<file path="src/shared/status_pkg.sv">
package status_pkg;
    localparam int addr_w = 4;
    localparam int data_w = 16;
    // register offsets
    localparam logic [3:0] questionable_summary_bit_event_off = 4'h0;
    localparam logic [3:0] questionable_summary_bit_cond_off = 4'h1;
    localparam logic [3:0] questionable_summary_bit_enable_off = 4'h2;
    localparam logic [3:0] questionable_summary_bit_fall_off = 4'h3;
    localparam logic [3:0] questionable_summary_bit_rise_off = 4'h4;
    localparam logic [3:0] std_event_off = 4'h5;
    localparam logic [3:0] std_enable_off = 4'h6;
    localparam logic [3:0] status_byte_off = 4'h7;
    localparam logic [3:0] srq_enable_off = 4'h8;
    localparam logic [3:0] command_off = 4'h9;
    localparam logic [3:0] opc_answer_off = 4'ha;
    // command codes written to command_off
    localparam logic [15:0] cmd_preset = 16'h0001;
    localparam logic [15:0] cmd_clear_status = 16'h0002;
    localparam logic [15:0] cmd_op_complete = 16'h0003;
    localparam logic [15:0] cmd_op_complete_query = 16'h0004;
    localparam logic [15:0] cmd_serial_poll = 16'h0005;
    // status byte bit positions, then the opc bit in the standard event register
    localparam int sb_err_pos = 2;
    localparam int sb_questionable_summary_bit_pos = 3;
    localparam int sb_mav_pos = 4;
    localparam int sb_esb_pos = 5;
    localparam int sb_rqs_pos = 6;
    localparam int opc_bit_pos = 0;
    // reset values, then the opc query answer value
    localparam logic [15:0] questionable_summary_bit_enable_rst = 16'h0000;
    localparam logic [15:0] questionable_summary_bit_fall_rst = 16'h0000;
    localparam logic [15:0] questionable_summary_bit_rise_rst = 16'hffff;
    localparam logic [7:0] std_enable_rst = 8'h00;
    localparam logic [7:0] srq_enable_rst = 8'h00;
    localparam logic [15:0] opc_answer_val = 16'h0001;

    typedef struct packed {
        logic [addr_w-1:0] addr;
        logic [data_w-1:0] wdata;
        logic wr;
        logic rd;
    } bus_req_s;

    typedef enum logic [1:0] {
        opc_idle = 2'b00,
        opc_wait_bit = 2'b01,
        opc_wait_query = 2'b10
    } opc_state_e;
endpackage : status_pkg

</file>
<file path="src/core/status_reporting.sv">
// Chosen here: the register addresses and the address-and-strobe port.
`timescale 1ns/1ps
module status_reporting (
    input wire logic core_clk, // 200 MHz clock
    input wire logic sys_rst, // async reset, active high
    input wire status_pkg::bus_req_s bus_req, // register access
    input wire logic [15:0] questionable_summary_bit_cond_pin, // live questionable conditions
    input wire logic [7:0] std_event_set, // standard event pulses
    input wire logic ops_pending, // operations still running
    input wire logic msg_terminator, // program message terminator seen
    input wire logic out_queue_nonempty, // output queue holds a message
    input wire logic err_queue_nonempty, // error queue holds entries
    output logic [15:0] rdata, // read data, cycle after strobe
    output logic command_hold, // stall following commands
    output logic srq_out, // service request to controller
    output logic err_queue_clear, // pulse: empty error queue
    output logic out_queue_clear // pulse: empty output queue
);
    import status_pkg::*;

    logic [15:0] cond_s1_reg, cond_reg, cond_prev_reg;
    logic [15:0] questionable_summary_bit_event_reg, questionable_summary_bit_enable_reg; // 16 wide
    logic [15:0] questionable_summary_bit_fall_reg, questionable_summary_bit_rise_reg;
    logic [7:0] std_event_reg, std_enable_reg, srq_enable_reg;
    logic rqs_reg, after_term_reg, opc_answer_ready_reg, mss_prev_reg;
    logic pend_s1_reg, pend_reg;
    logic [15:0] questionable_summary_bit_event_next;
    logic [7:0] std_event_next, status_byte;
    logic [15:0] questionable_summary_bit_hit;
    logic questionable_summary_bit_sum, esb_sum, master_summary_bit, opc_done;
    logic wr_cmd, preset, clear_status, cmd_opc, cmd_opcq, poll;
    logic rd_questionable_summary_bit_event, rd_std_event;
    opc_state_e opc_state_reg, opc_state_next;

    // conditions and pending flag come from outside: two flops first
    always_ff @(posedge core_clk or posedge sys_rst) begin
        if (sys_rst) begin
            cond_s1_reg <= 16'h0000;
            cond_reg <= 16'h0000;
            cond_prev_reg <= 16'h0000;
            pend_s1_reg <= 1'b0;
            pend_reg <= 1'b0;
        end else begin
            cond_s1_reg <= questionable_summary_bit_cond_pin;
            cond_reg <= cond_s1_reg; // live, never latched
            cond_prev_reg <= cond_reg;
            pend_s1_reg <= ops_pending;
            pend_reg <= pend_s1_reg;
        end
    end

    // command decode; commands held off while a query is outstanding
    assign wr_cmd = bus_req.wr && bus_req.addr == command_off
        && !command_hold;
    assign preset = wr_cmd && bus_req.wdata == cmd_preset;
    assign clear_status = wr_cmd && bus_req.wdata == cmd_clear_status;
    assign cmd_opc = wr_cmd && bus_req.wdata == cmd_op_complete;
    assign cmd_opcq = wr_cmd && bus_req.wdata == cmd_op_complete_query;
    assign poll = wr_cmd && bus_req.wdata == cmd_serial_poll;
    assign rd_questionable_summary_bit_event = bus_req.rd && bus_req.addr == questionable_summary_bit_event_off;
    assign rd_std_event = bus_req.rd && bus_req.addr == std_event_off;

    // transition filters feed the event latch
    assign questionable_summary_bit_hit = (questionable_summary_bit_rise_reg & cond_reg & ~cond_prev_reg)
        | (questionable_summary_bit_fall_reg & ~cond_reg & cond_prev_reg);

    // set wins over a same-cycle clear
    always_comb begin
        questionable_summary_bit_event_next = questionable_summary_bit_event_reg;
        if (rd_questionable_summary_bit_event || clear_status) begin
            questionable_summary_bit_event_next = 16'h0000;
        end
        questionable_summary_bit_event_next = questionable_summary_bit_event_next | questionable_summary_bit_hit;
    end

    always_ff @(posedge core_clk or posedge sys_rst) begin
        if (sys_rst) begin
            questionable_summary_bit_event_reg <= 16'h0000;
        end else begin
            questionable_summary_bit_event_reg <= questionable_summary_bit_event_next;
        end
    end

    // opc bit set once current operation has finished
    assign opc_done = opc_state_reg == opc_wait_bit && !pend_reg;

    always_comb begin
        std_event_next = std_event_reg;
        if (rd_std_event || clear_status) begin
            std_event_next = 8'h00;
        end
        std_event_next = std_event_next | std_event_set;
        if (opc_done) begin
            std_event_next[opc_bit_pos] = 1'b1;
        end
    end

    always_ff @(posedge core_clk or posedge sys_rst) begin
        if (sys_rst) begin
            std_event_reg <= 8'h00;
        end else begin
            std_event_reg <= std_event_next; // latches
        end
    end

    // writable masks and filters; preset overrides a same-cycle write
    always_ff @(posedge core_clk or posedge sys_rst) begin
        if (sys_rst) begin
            questionable_summary_bit_enable_reg <= questionable_summary_bit_enable_rst;
            questionable_summary_bit_fall_reg <= questionable_summary_bit_fall_rst;
            questionable_summary_bit_rise_reg <= questionable_summary_bit_rise_rst;
            std_enable_reg <= std_enable_rst;
            srq_enable_reg <= srq_enable_rst;
        end else if (preset) begin
            questionable_summary_bit_enable_reg <= 16'h0000;
            questionable_summary_bit_rise_reg <= 16'hffff;
            questionable_summary_bit_fall_reg <= 16'h0000;
        end else if (bus_req.wr && !command_hold) begin
            if (bus_req.addr == questionable_summary_bit_enable_off) begin
                questionable_summary_bit_enable_reg <= bus_req.wdata;
            end else if (bus_req.addr == questionable_summary_bit_fall_off) begin
                questionable_summary_bit_fall_reg <= bus_req.wdata;
            end else if (bus_req.addr == questionable_summary_bit_rise_off) begin
                questionable_summary_bit_rise_reg <= bus_req.wdata;
            end else if (bus_req.addr == std_enable_off) begin
                std_enable_reg <= bus_req.wdata[7:0];
            end else if (bus_req.addr == srq_enable_off) begin
                srq_enable_reg <= bus_req.wdata[7:0];
            end
        end
    end

    // summaries
    assign questionable_summary_bit_sum = |(questionable_summary_bit_event_reg & questionable_summary_bit_enable_reg);
    assign esb_sum = |(std_event_reg & std_enable_reg);

    // status byte; queue bits from live queue state
    always_comb begin
        status_byte = 8'h00;
        status_byte[sb_err_pos] = err_queue_nonempty;
        status_byte[sb_questionable_summary_bit_pos] = questionable_summary_bit_sum;
        status_byte[sb_mav_pos] = out_queue_nonempty;
        status_byte[sb_esb_pos] = esb_sum;
        status_byte[sb_rqs_pos] = master_summary_bit;
    end

    // bit 6 itself is never part of the summing
    assign master_summary_bit = |(status_byte_raw() & srq_enable_reg);

    function automatic logic [7:0] status_byte_raw();
        logic [7:0] b;
        b = 8'h00;
        b[sb_err_pos] = err_queue_nonempty;
        b[sb_questionable_summary_bit_pos] = questionable_summary_bit_sum;
        b[sb_mav_pos] = out_queue_nonempty;
        b[sb_esb_pos] = esb_sum;
        return b;
    endfunction : status_byte_raw

    // request bit: set only on a fresh summary rise, so a poll
    // cannot be followed by a re-request while the summary stays up
    always_ff @(posedge core_clk or posedge sys_rst) begin
        if (sys_rst) begin
            mss_prev_reg <= 1'b0;
            rqs_reg <= 1'b0;
            srq_out <= 1'b0;
        end else begin
            mss_prev_reg <= master_summary_bit;
            if (master_summary_bit && !mss_prev_reg) begin
                rqs_reg <= 1'b1;
                srq_out <= 1'b1;
            end else if (poll || clear_status || !master_summary_bit) begin
                rqs_reg <= 1'b0;
                srq_out <= 1'b0;
            end
        end
    end

    // remembers whether the last thing seen was a terminator
    always_ff @(posedge core_clk or posedge sys_rst) begin
        if (sys_rst) begin
            after_term_reg <= 1'b0;
        end else if (msg_terminator) begin
            after_term_reg <= 1'b1;
        end else if (bus_req.wr) begin
            after_term_reg <= 1'b0;
        end
    end

    // queue clear pulses
    always_ff @(posedge core_clk or posedge sys_rst) begin
        if (sys_rst) begin
            err_queue_clear <= 1'b0;
            out_queue_clear <= 1'b0;
        end else begin
            err_queue_clear <= clear_status;
            out_queue_clear <= clear_status && after_term_reg;
        end
    end

    // operation-complete sequencing
    always_comb begin
        opc_state_next = opc_state_reg;
        case (opc_state_reg)
            opc_idle: begin
                if (cmd_opcq) begin
                    opc_state_next = opc_wait_query;
                end else if (cmd_opc) begin
                    opc_state_next = opc_wait_bit;
                end
            end
            opc_wait_bit: begin
                if (!pend_reg) begin
                    opc_state_next = opc_idle;
                end else if (cmd_opcq) begin
                    opc_state_next = opc_wait_query;
                end
            end
            opc_wait_query: begin
                if (!pend_reg) begin
                    opc_state_next = opc_idle;
                end
            end
            default: begin
                opc_state_next = opc_idle;
            end
        endcase
    end

    always_ff @(posedge core_clk or posedge sys_rst) begin
        if (sys_rst) begin
            opc_state_reg <= opc_idle;
            command_hold <= 1'b0;
            opc_answer_ready_reg <= 1'b0;
        end else begin
            opc_state_reg <= opc_state_next;
            command_hold <= opc_state_next == opc_wait_query;
            if (opc_state_reg == opc_wait_query && !pend_reg) begin
                opc_answer_ready_reg <= 1'b1;
            end else if (bus_req.rd && bus_req.addr == opc_answer_off) begin
                opc_answer_ready_reg <= 1'b0;
            end
        end
    end

    // read mux; data stands the cycle after the strobe only
    always_ff @(posedge core_clk or posedge sys_rst) begin
        if (sys_rst) begin
            rdata <= 16'h0000;
        end else if (!bus_req.rd) begin
            rdata <= 16'h0000;
        end else if (bus_req.addr == questionable_summary_bit_event_off) begin
            rdata <= questionable_summary_bit_event_reg;
        end else if (bus_req.addr == questionable_summary_bit_cond_off) begin
            rdata <= cond_reg;
        end else if (bus_req.addr == questionable_summary_bit_enable_off) begin
            rdata <= questionable_summary_bit_enable_reg;
        end else if (bus_req.addr == questionable_summary_bit_fall_off) begin
            rdata <= questionable_summary_bit_fall_reg;
        end else if (bus_req.addr == questionable_summary_bit_rise_off) begin
            rdata <= questionable_summary_bit_rise_reg;
        end else if (bus_req.addr == std_event_off) begin
            rdata <= {8'h00, std_event_reg};
        end else if (bus_req.addr == std_enable_off) begin
            rdata <= {8'h00, std_enable_reg};
        end else if (bus_req.addr == status_byte_off) begin
            rdata <= {8'h00, status_byte};
        end else if (bus_req.addr == srq_enable_off) begin
            rdata <= {8'h00, srq_enable_reg};
        end else if (bus_req.addr == opc_answer_off) begin
            rdata <= opc_answer_ready_reg ? opc_answer_val : 16'h0000;
        end else begin
            rdata <= 16'h0000; // unmapped reads zero
        end
    end
endmodule : status_reporting

</file>
<file path="config.mk">
export PLATFORM = sky130hd
export DESIGN_NAME = status_reporting
export DESIGN_NICKNAME = d
export VERILOG_FILES = /design/src/shared/status_pkg.sv /design/src/core/status_reporting.sv
export SDC_FILE = /design/constraint.sdc
export NUM_CORES = 1
export LEC_CHECK = 0
export ABC_AREA = 1
export BUFFER_PORTS_ARGS = -buffer_cell sky130_fd_sc_hd__clkbuf_2
export CAP_MARGIN = 25
export CORE_UTILIZATION = 50
export CTS_CLUSTER_DIAMETER = 120
export CTS_CLUSTER_SIZE = 24
export DETAILED_ROUTE_END_ITERATION = 7
export PLACE_DENSITY = 0.76
export SLEW_MARGIN = 20
export SYNTH_ARGS = -nofsm -noshare
export SYNTH_HDL_FRONTEND = slang
export SYNTH_SLANG_ARGS = --single-unit
</file>
<file path="constraint.sdc">
create_clock -name core_clk -period 5.8 [get_ports core_clk]
set_input_delay 1.45 -clock core_clk [delete_from_list [all_inputs] [get_ports core_clk]]
set_output_delay 1.45 -clock core_clk [all_outputs]
set_load 0.1 [all_outputs]
</file>
==> metrics, run 1 <==
status complete, no violations; post-synth cell types 42; max_slew headroom ~40%; CP cell instances clkbuf_2, inv_1, nor2_1, nand2_1, clkinv_1, o21ai_4, nand2_1, o21ai_1; Die Area about 0.014 mm2; Slowest-stage cell, CP o21ai_4; syn_nets roughly 780; hold_buf cts 0; Post-DRT Antenna Nets 0; CTS tree built; worst slack at placement 2.06 ns; Ant. Diodes 0; ys async rst share 100%; CP required around 6.1 ns; nets@finish ~850; Post-DP Area between 0.007 and 0.008 mm2; r2r setup slk approximately 3.7 ns; PortBufs slightly above 70; first-pass GRT wire length 26700 um; First-pass DRT Iterations 5; Die Wd about 120 um; starting DRC count in detailed routing 531; Clk Latency, worst-skew pair ~0.42 ns; Most common cell on crit path nand2_1; Tcrit/Tclk final a little under three fifths; Peak Freq 310 MHz; Resized cells post-CTS 0; shortest period the worst path allows ~3.2 ns; CP startpoint kind input port; FF-to-FF Start command_hold$_DFF_PP0_; EDFF count, synth 0; total global routing overflow 0; Worst Setup End Kind flop; Final Skew between 0.008 and 0.009 ns; worst path bufs/invs 3; WL/cell between 15 and 20 um; crit path kind input port to flop; Hold Path Class flop to flop; P_leak around 3.8 nW; I/O Pins 72; initial antenna violation count 0; Seq cells post-synth 163; # rows 42; Clock Tree Buf Depth 2; PD cells roughly 360 mW/mm2; r2r worst-path depth 10; Mapped Area 0.00680 mm2; Worst R2R End srq_out$_DFFE_PP0P_; H-tree lvl count 4; clock tree sinks 163; DRC 0; Mean Syn Cell Area approximately 9.4 um2; Initial Utilization approximately 51%; worst-margin pin slew 0.899 ns; CP Data Arrival Time ~3.6 ns; GPL Wtd Cong 0.930; post-DR vias/cell between 5 and 6; Hold Violations, Final 0; endpoints failing setup 0; post-synthesis cell count 723; Setup Fix Bufs, Post-CTS 0; Root Buffer clkbuf_16; GR Util All Layers roughly 25%; crit path max fanout 32; CP peak stage delay just over 0.9 ns; Area Overhead vs Synth 15.1%; Design Area, Final between 0.007 and 0.008 mm2; Die Ht 119 um; total negative slack 0 ns; routed via count about 5400; worst hold stages 0; largest net degree at the start of global routing between 150 and 200; delay-heaviest family, CP compound AO/OA/AOI/OAI gates; Core ar. 0.0132 mm2; warnings from Yosys 0; CTS Buf Count 17; final slew viol count 0; most frequent cells in the layout nand2_1 (200), dfrtp_1 (147), inv_1 (71), clkbuf_2 (71), o21ai_0 (55); total power 2.84 mW; clock slew at reported path FFs about 0.060 ns; layout cell share with drive strength beyond 1 18.4%; WP depth 8; wirelength, routed about 16000 um; RSZ-0062 raised after global routing false; commonest non-fill, non-tap cell in the layout nand2_1; Max Cap Violations 0; main flop type after synthesis dfrtp_1; Peak VDD IR 0.231 mV; sequential-to-total area share from yosys stat about three fifths; Final HPWL DP approximately 11000 um; Hold Path Origin cond_s1_reg[3]$_DFF_PP0_; vias in the first global route between 5000 and 6000; final worst slack 2.58 ns; hold endpoint cond_reg[3]$_DFF_PP0_
-- cell type report --
type	instances	area, um2
Sequential cell	163	4100
Multi-Input combinational cell	459	2260
Inverter	82	312
Clock buffer	21	450
Tap cell	176	220
Fill cell	1186	5420
Timing Repair Buffer	74	394
Clock inverter	10	86.3
-- through the flow --
| stage | hold WS, ns | util (%) | instances |
|---|---|---|---|
| after floorplan | 0.331 | - | 723 |
| final | 0.346 | 59.1 | 985 |
| after detailed placement | 0.335 | 54.9 | 953 |
| after CTS | 0.348 | 59.0 | 984 |
| after global routing | 0.353 | 59.1 | 985 |
| after global placement | 0.332 | 54.9 | 953 |
-- cells by family after synthesis --
| family | Yosys count | share of synthesized area, % |
|---|---|---|
| DFF | 163 | 60.3 |
| AOI/OAI and AO/OA | 168 | 15.4 |
| buffers and inverters | 101 | 6.46 |
| and+or+nand+nor | 291 | 17.9 |
-- Yosys cell counts (2+ instances only) --
master     count  area [um2]
a211oi_1       2        15.0
a21oi_1       14        70.1
a22oi_1        3        22.5
a31o_2         2        17.5
a31oi_1        6        37.5
buf_2          6        30.0
buf_4          2        15.0
buf_6          6        67.6
clkbuf_1       5        18.8
clkinv_1       2        7.51
dfrtp_1      147        3680
dfstp_2       16         420
inv_1         72         270
inv_2          8        30.0
nand2_1      200         751
nand2_2        3        18.8
nand3_1       27         135
nand4_1        9        56.3
nor2_1        36         135
nor2_2         9        56.3
o2111a_1       2        22.5
o2111ai_1      8        70.1
o211ai_1      10        75.1
o21ai_0       55         275
o21ai_1       34         170
o21ai_4        2        32.5
o21bai_1       6        45.0
o221ai_1      10        87.6
o22ai_1        8        50.1
-- worst max path at each step --
stage                      from                                                   to  slack (ns)
floorplan               sys_rst                           after_term_reg$_DFFE_PP0P_        2.29
finish              bus_req[19]  questionable_summary_bit_enable_reg[12]$_DFFE_PP0P_        2.58
detailed placement  bus_req[18]     questionable_summary_bit_rise_reg[5]$_DFFE_PP1P_        2.06
global placement    bus_req[18]     questionable_summary_bit_rise_reg[8]$_DFFE_PP1P_        2.17
CTS                  bus_req[4]    questionable_summary_bit_rise_reg[10]$_DFFE_PP1P_        2.54
global route        bus_req[19]   questionable_summary_bit_enable_reg[0]$_DFFE_PP0P_        2.41
-- worst register-to-register path, delay by kind of cell (launching register included) --
family	cells	cell delay (ns)
compound gates	1	0.07
flops	1	0.44
buf+inv	3	0.21
simple gates	6	1.27
-- power breakdown --
group,internal [mW],leakage (nW),total [mW],switching (mW)
clock network,0.595,0.258,1.02,0.424
logic,0.129,1.64,0.415,0.286
registers,1.30,1.92,1.41,0.106
-- metal layers --
layer / vias to the layer above / GRT usage (%) / routed length [um]
met3: 37 / 5.50 / 1050
met2: 208 / 37.4 / 7560
met5: - / 0 / 0
li1: 2547 / - / -
met1: 2578 / 34.6 / 7090
met4: 0 / 13.0 / 546
(Power assumes the default switching activity.)
==> run 2: changes to the inputs <==
--- a/config.mk
+++ b/config.mk
@@ -12,7 +12,7 @@
 export CTS_CLUSTER_DIAMETER = 120
 export CTS_CLUSTER_SIZE = 24
 export DETAILED_ROUTE_END_ITERATION = 7
-export PLACE_DENSITY = 0.76
+export PLACE_DENSITY = 0.74
 export SLEW_MARGIN = 20
 export SYNTH_ARGS = -nofsm -noshare
 export SYNTH_HDL_FRONTEND = slang
==> constraint.sdc (replaced) <==
create_clock -name core_clk -period 3 [get_ports core_clk]
set_input_delay 0.75 -clock core_clk [delete_from_list [all_inputs] [get_ports core_clk]]
set_output_delay 0.75 -clock core_clk [all_outputs]
set_load 0.1 [all_outputs]
==> run 2 against run 1 <==
  * Worst setup slack got worse by 1.9 ns
  * Die area is the same
  * Sequential power up 94%
  * Global-route usage up 1.7 points
  * Largest power group unchanged
  * Highest routed layer unchanged
==> metrics, run 2 (synthesis results as in run 1) <==
status complete, no violations (unchanged); PD cells 696 mW/mm2 (was 363 mW/mm2); CP peak stage delay 0.59 ns (was 0.93 ns); Ant. Diodes 0 (unchanged); Peak VDD IR 0.471 mV (was 0.231 mV); fillers 1152 (was 1186); Setup Fix Bufs, Post-CTS 0 (unchanged); crit path max fanout 32 (unchanged); commonest non-fill, non-tap cell in the layout nand2_1 (unchanged); Core ar. 0.0132 mm2 (unchanged); Pint 3.92 mW (was 2.03 mW); I/O Pins 72 (unchanged); Max Cap Violations 0 (unchanged); FF-to-FF Start command_hold$_DFF_PP0_ (unchanged); first-pass GRT wire length 28400 um (was 26700 um); Final HPWL DP 12400 um (was 10900 um); initial antenna violation count 0 (unchanged); starting DRC count in detailed routing 486 (was 531); CTS tree built (unchanged); wirelength, routed 17500 um (was 16300 um); Resized cells post-CTS 0 (unchanged); crit path kind input port to flop (unchanged); delay-heaviest family, CP simple AND/OR/NAND/NOR gates (was compound AO/OA/AOI/OAI gates); total negative slack 0 ns (unchanged); Hold Path Class input port to async pin (was flop to flop); vias in the first global route 5552 (was 5209); GPL Wtd Cong 0.967 (was 0.930); WL met2 8440 um (was 7560 um); Setup crit start bus_req[15] (was bus_req[19]); logic gate share of total power 14.8% (was 14.6%); WL/cell 17.5 um (was 16.5 um); post-DR vias/cell 5.52 (was 5.45); Multi-input gate area 0.00226 mm2 (unchanged); Die Wd 119 um (unchanged); endpoints failing setup 0 (unchanged); clock slew at reported path FFs 0.06 ns (about the same); Tcrit/Tclk final 78.2%; Sequential Power Share 49.2% (was 49.6%); Design Area, Final 0.00798 mm2 (was 0.00782 mm2); Peak Freq approximately 430 MHz; shortest period the worst path allows approximately 2.3 ns; Finished Layout Cells 1003 (was 985); hold_buf cts 0 (unchanged); nets@finish 866 (was 849); CP Data Arrival Time 2.62 ns (was 3.56 ns); Sw Pwr 1.63 mW (was 816 uW); Post-DP Area 0.00743 mm2 (was 0.00727 mm2); Slowest-stage cell, CP and3_1 (was o21ai_4); routed metal-1 wirelength 7520 um (was 7090 um); Hold Violations, Final 0 (unchanged); met3 WL 1010 um (was 1050 um); Die Area 0.0141 mm2 (unchanged); worst path bufs/invs 2 (was 3); Clk Latency, worst-skew pair 0.43 ns (was 0.42 ns); flip-flop and latch area 0.00410 mm2 (unchanged); top sig layer met4 (unchanged); Die Ht 119 um (unchanged); CP startpoint kind input port (unchanged); P_leak 3.90 nW (was 3.81 nW); Final Skew 0.0109 ns (was 0.00805 ns); clock network fraction of total power 36.0% (was 35.8%); # rows 42 (unchanged); PortBufs 71 (unchanged); Root Buffer clkbuf_16 (unchanged); CP required 3.27 ns (was 6.14 ns); CTS Buf Count 17 (unchanged); CP cell instances clkbuf_2, inv_1, nand4_1, nor2_1, and3_1, o21ai_4, nand2_1, o21ai_1 (was clkbuf_2, inv_1, nor2_1, nand2_1, clkinv_1, o21ai_4, nand2_1, o21ai_1); Post-DRT Antenna Nets 0 (unchanged); total global routing overflow 0 (unchanged); Net Sw Frac 29.3% (was 28.7%); worst-margin pin slew 0.878 ns (was 0.899 ns); H-tree lvl count 4 (unchanged); RSZ-0062 raised after global routing false (unchanged); clock tree sinks 163 (unchanged); GR Util All Layers 26.8% (was 25.1%); routed via count 5541 (was 5370); Worst Setup End Kind flop (unchanged); DRC 0 (unchanged); Area Overhead vs Synth 17.4% (was 15.1%); layout cell share with drive strength beyond 1 20.2% (was 18.4%); largest net degree at the start of global routing 72 (was 164); First-pass DRT Iterations 8 (was 5); most frequent cells in the layout nand2_1 (200), dfrtp_1 (147), inv_1 (71), clkbuf_2 (71), o21ai_0 (55) (unchanged); final slew viol count 0 (unchanged); Placed Cells 971 (was 953); Clock Tree Buf Depth 2 (unchanged); Initial Utilization 51.3% (unchanged); Core Util, Final 60.3% (was 59.1%); max_slew headroom 41.3% (was 39.9%)
[run 2: final timing paths]
check	to	slack, ns	depth (start not counted)
max	questionable_summary_bit_enable_reg[8]$_DFFE_PP0P_	0.65	8
min	rdata[13]$_DFF_PP0_	0.22	2
max reg2reg	questionable_summary_bit_enable_reg[8]$_DFFE_PP0P_	1.02	5
min reg2reg	cond_reg[9]$_DFF_PP0_	0.35	0
max in group asynchronous	questionable_summary_bit_rise_reg[1]$_DFFE_PP1P_	2.13	3
min in group core_clk	cond_reg[9]$_DFF_PP0_	0.35	0
[run 2: layout make-up]
| cell class | count | share of cell area, % |
|---|---|---|
| clock buffer | 24 | 6.16 |
| clock inverter | 8 | 0.674 |
| inverter | 82 | 3.90 |
| multi-input combinational | 459 | 28.3 |
| sequential | 163 | 51.4 |
| tap | 176 | 2.76 |
| timing repair buffer | 91 | 6.80 |
[run 2: power groups by stage]
stage / Sequential (mW) / Clock (mW) / Combinational (mW)
CTS: 2.72 / 2.03 / 0.824
global placement: 2.75 / 0 / 0.799
detailed placement: 2.75 / 0 / 0.821
floorplan: 2.86 / 0 / 0.447
global route: 2.76 / 2.12 / 0.918
finish: 2.73 / 2.00 / 0.823
[run 2: stage by stage]
step | hold WS (ns) | setup slack, ns | power (mW)
floorplan | 0.331 | 0.192 | 3.30
global placement | 0.332 | 0.326 | 3.55
detailed placement | 0.335 | 0.242 | 3.57
CTS | 0.211 | 0.690 | 5.57
global route | 0.227 | 0.557 | 5.80
finish | 0.225 | 0.654 | 5.55
[run 2: per-layer routing]
metal,track usage [%],vias to the layer above
met5,0,-
met2,42.1,199
met1,35.0,2721
met4,13.8,0
met3,6.03,35
li1,-,2586
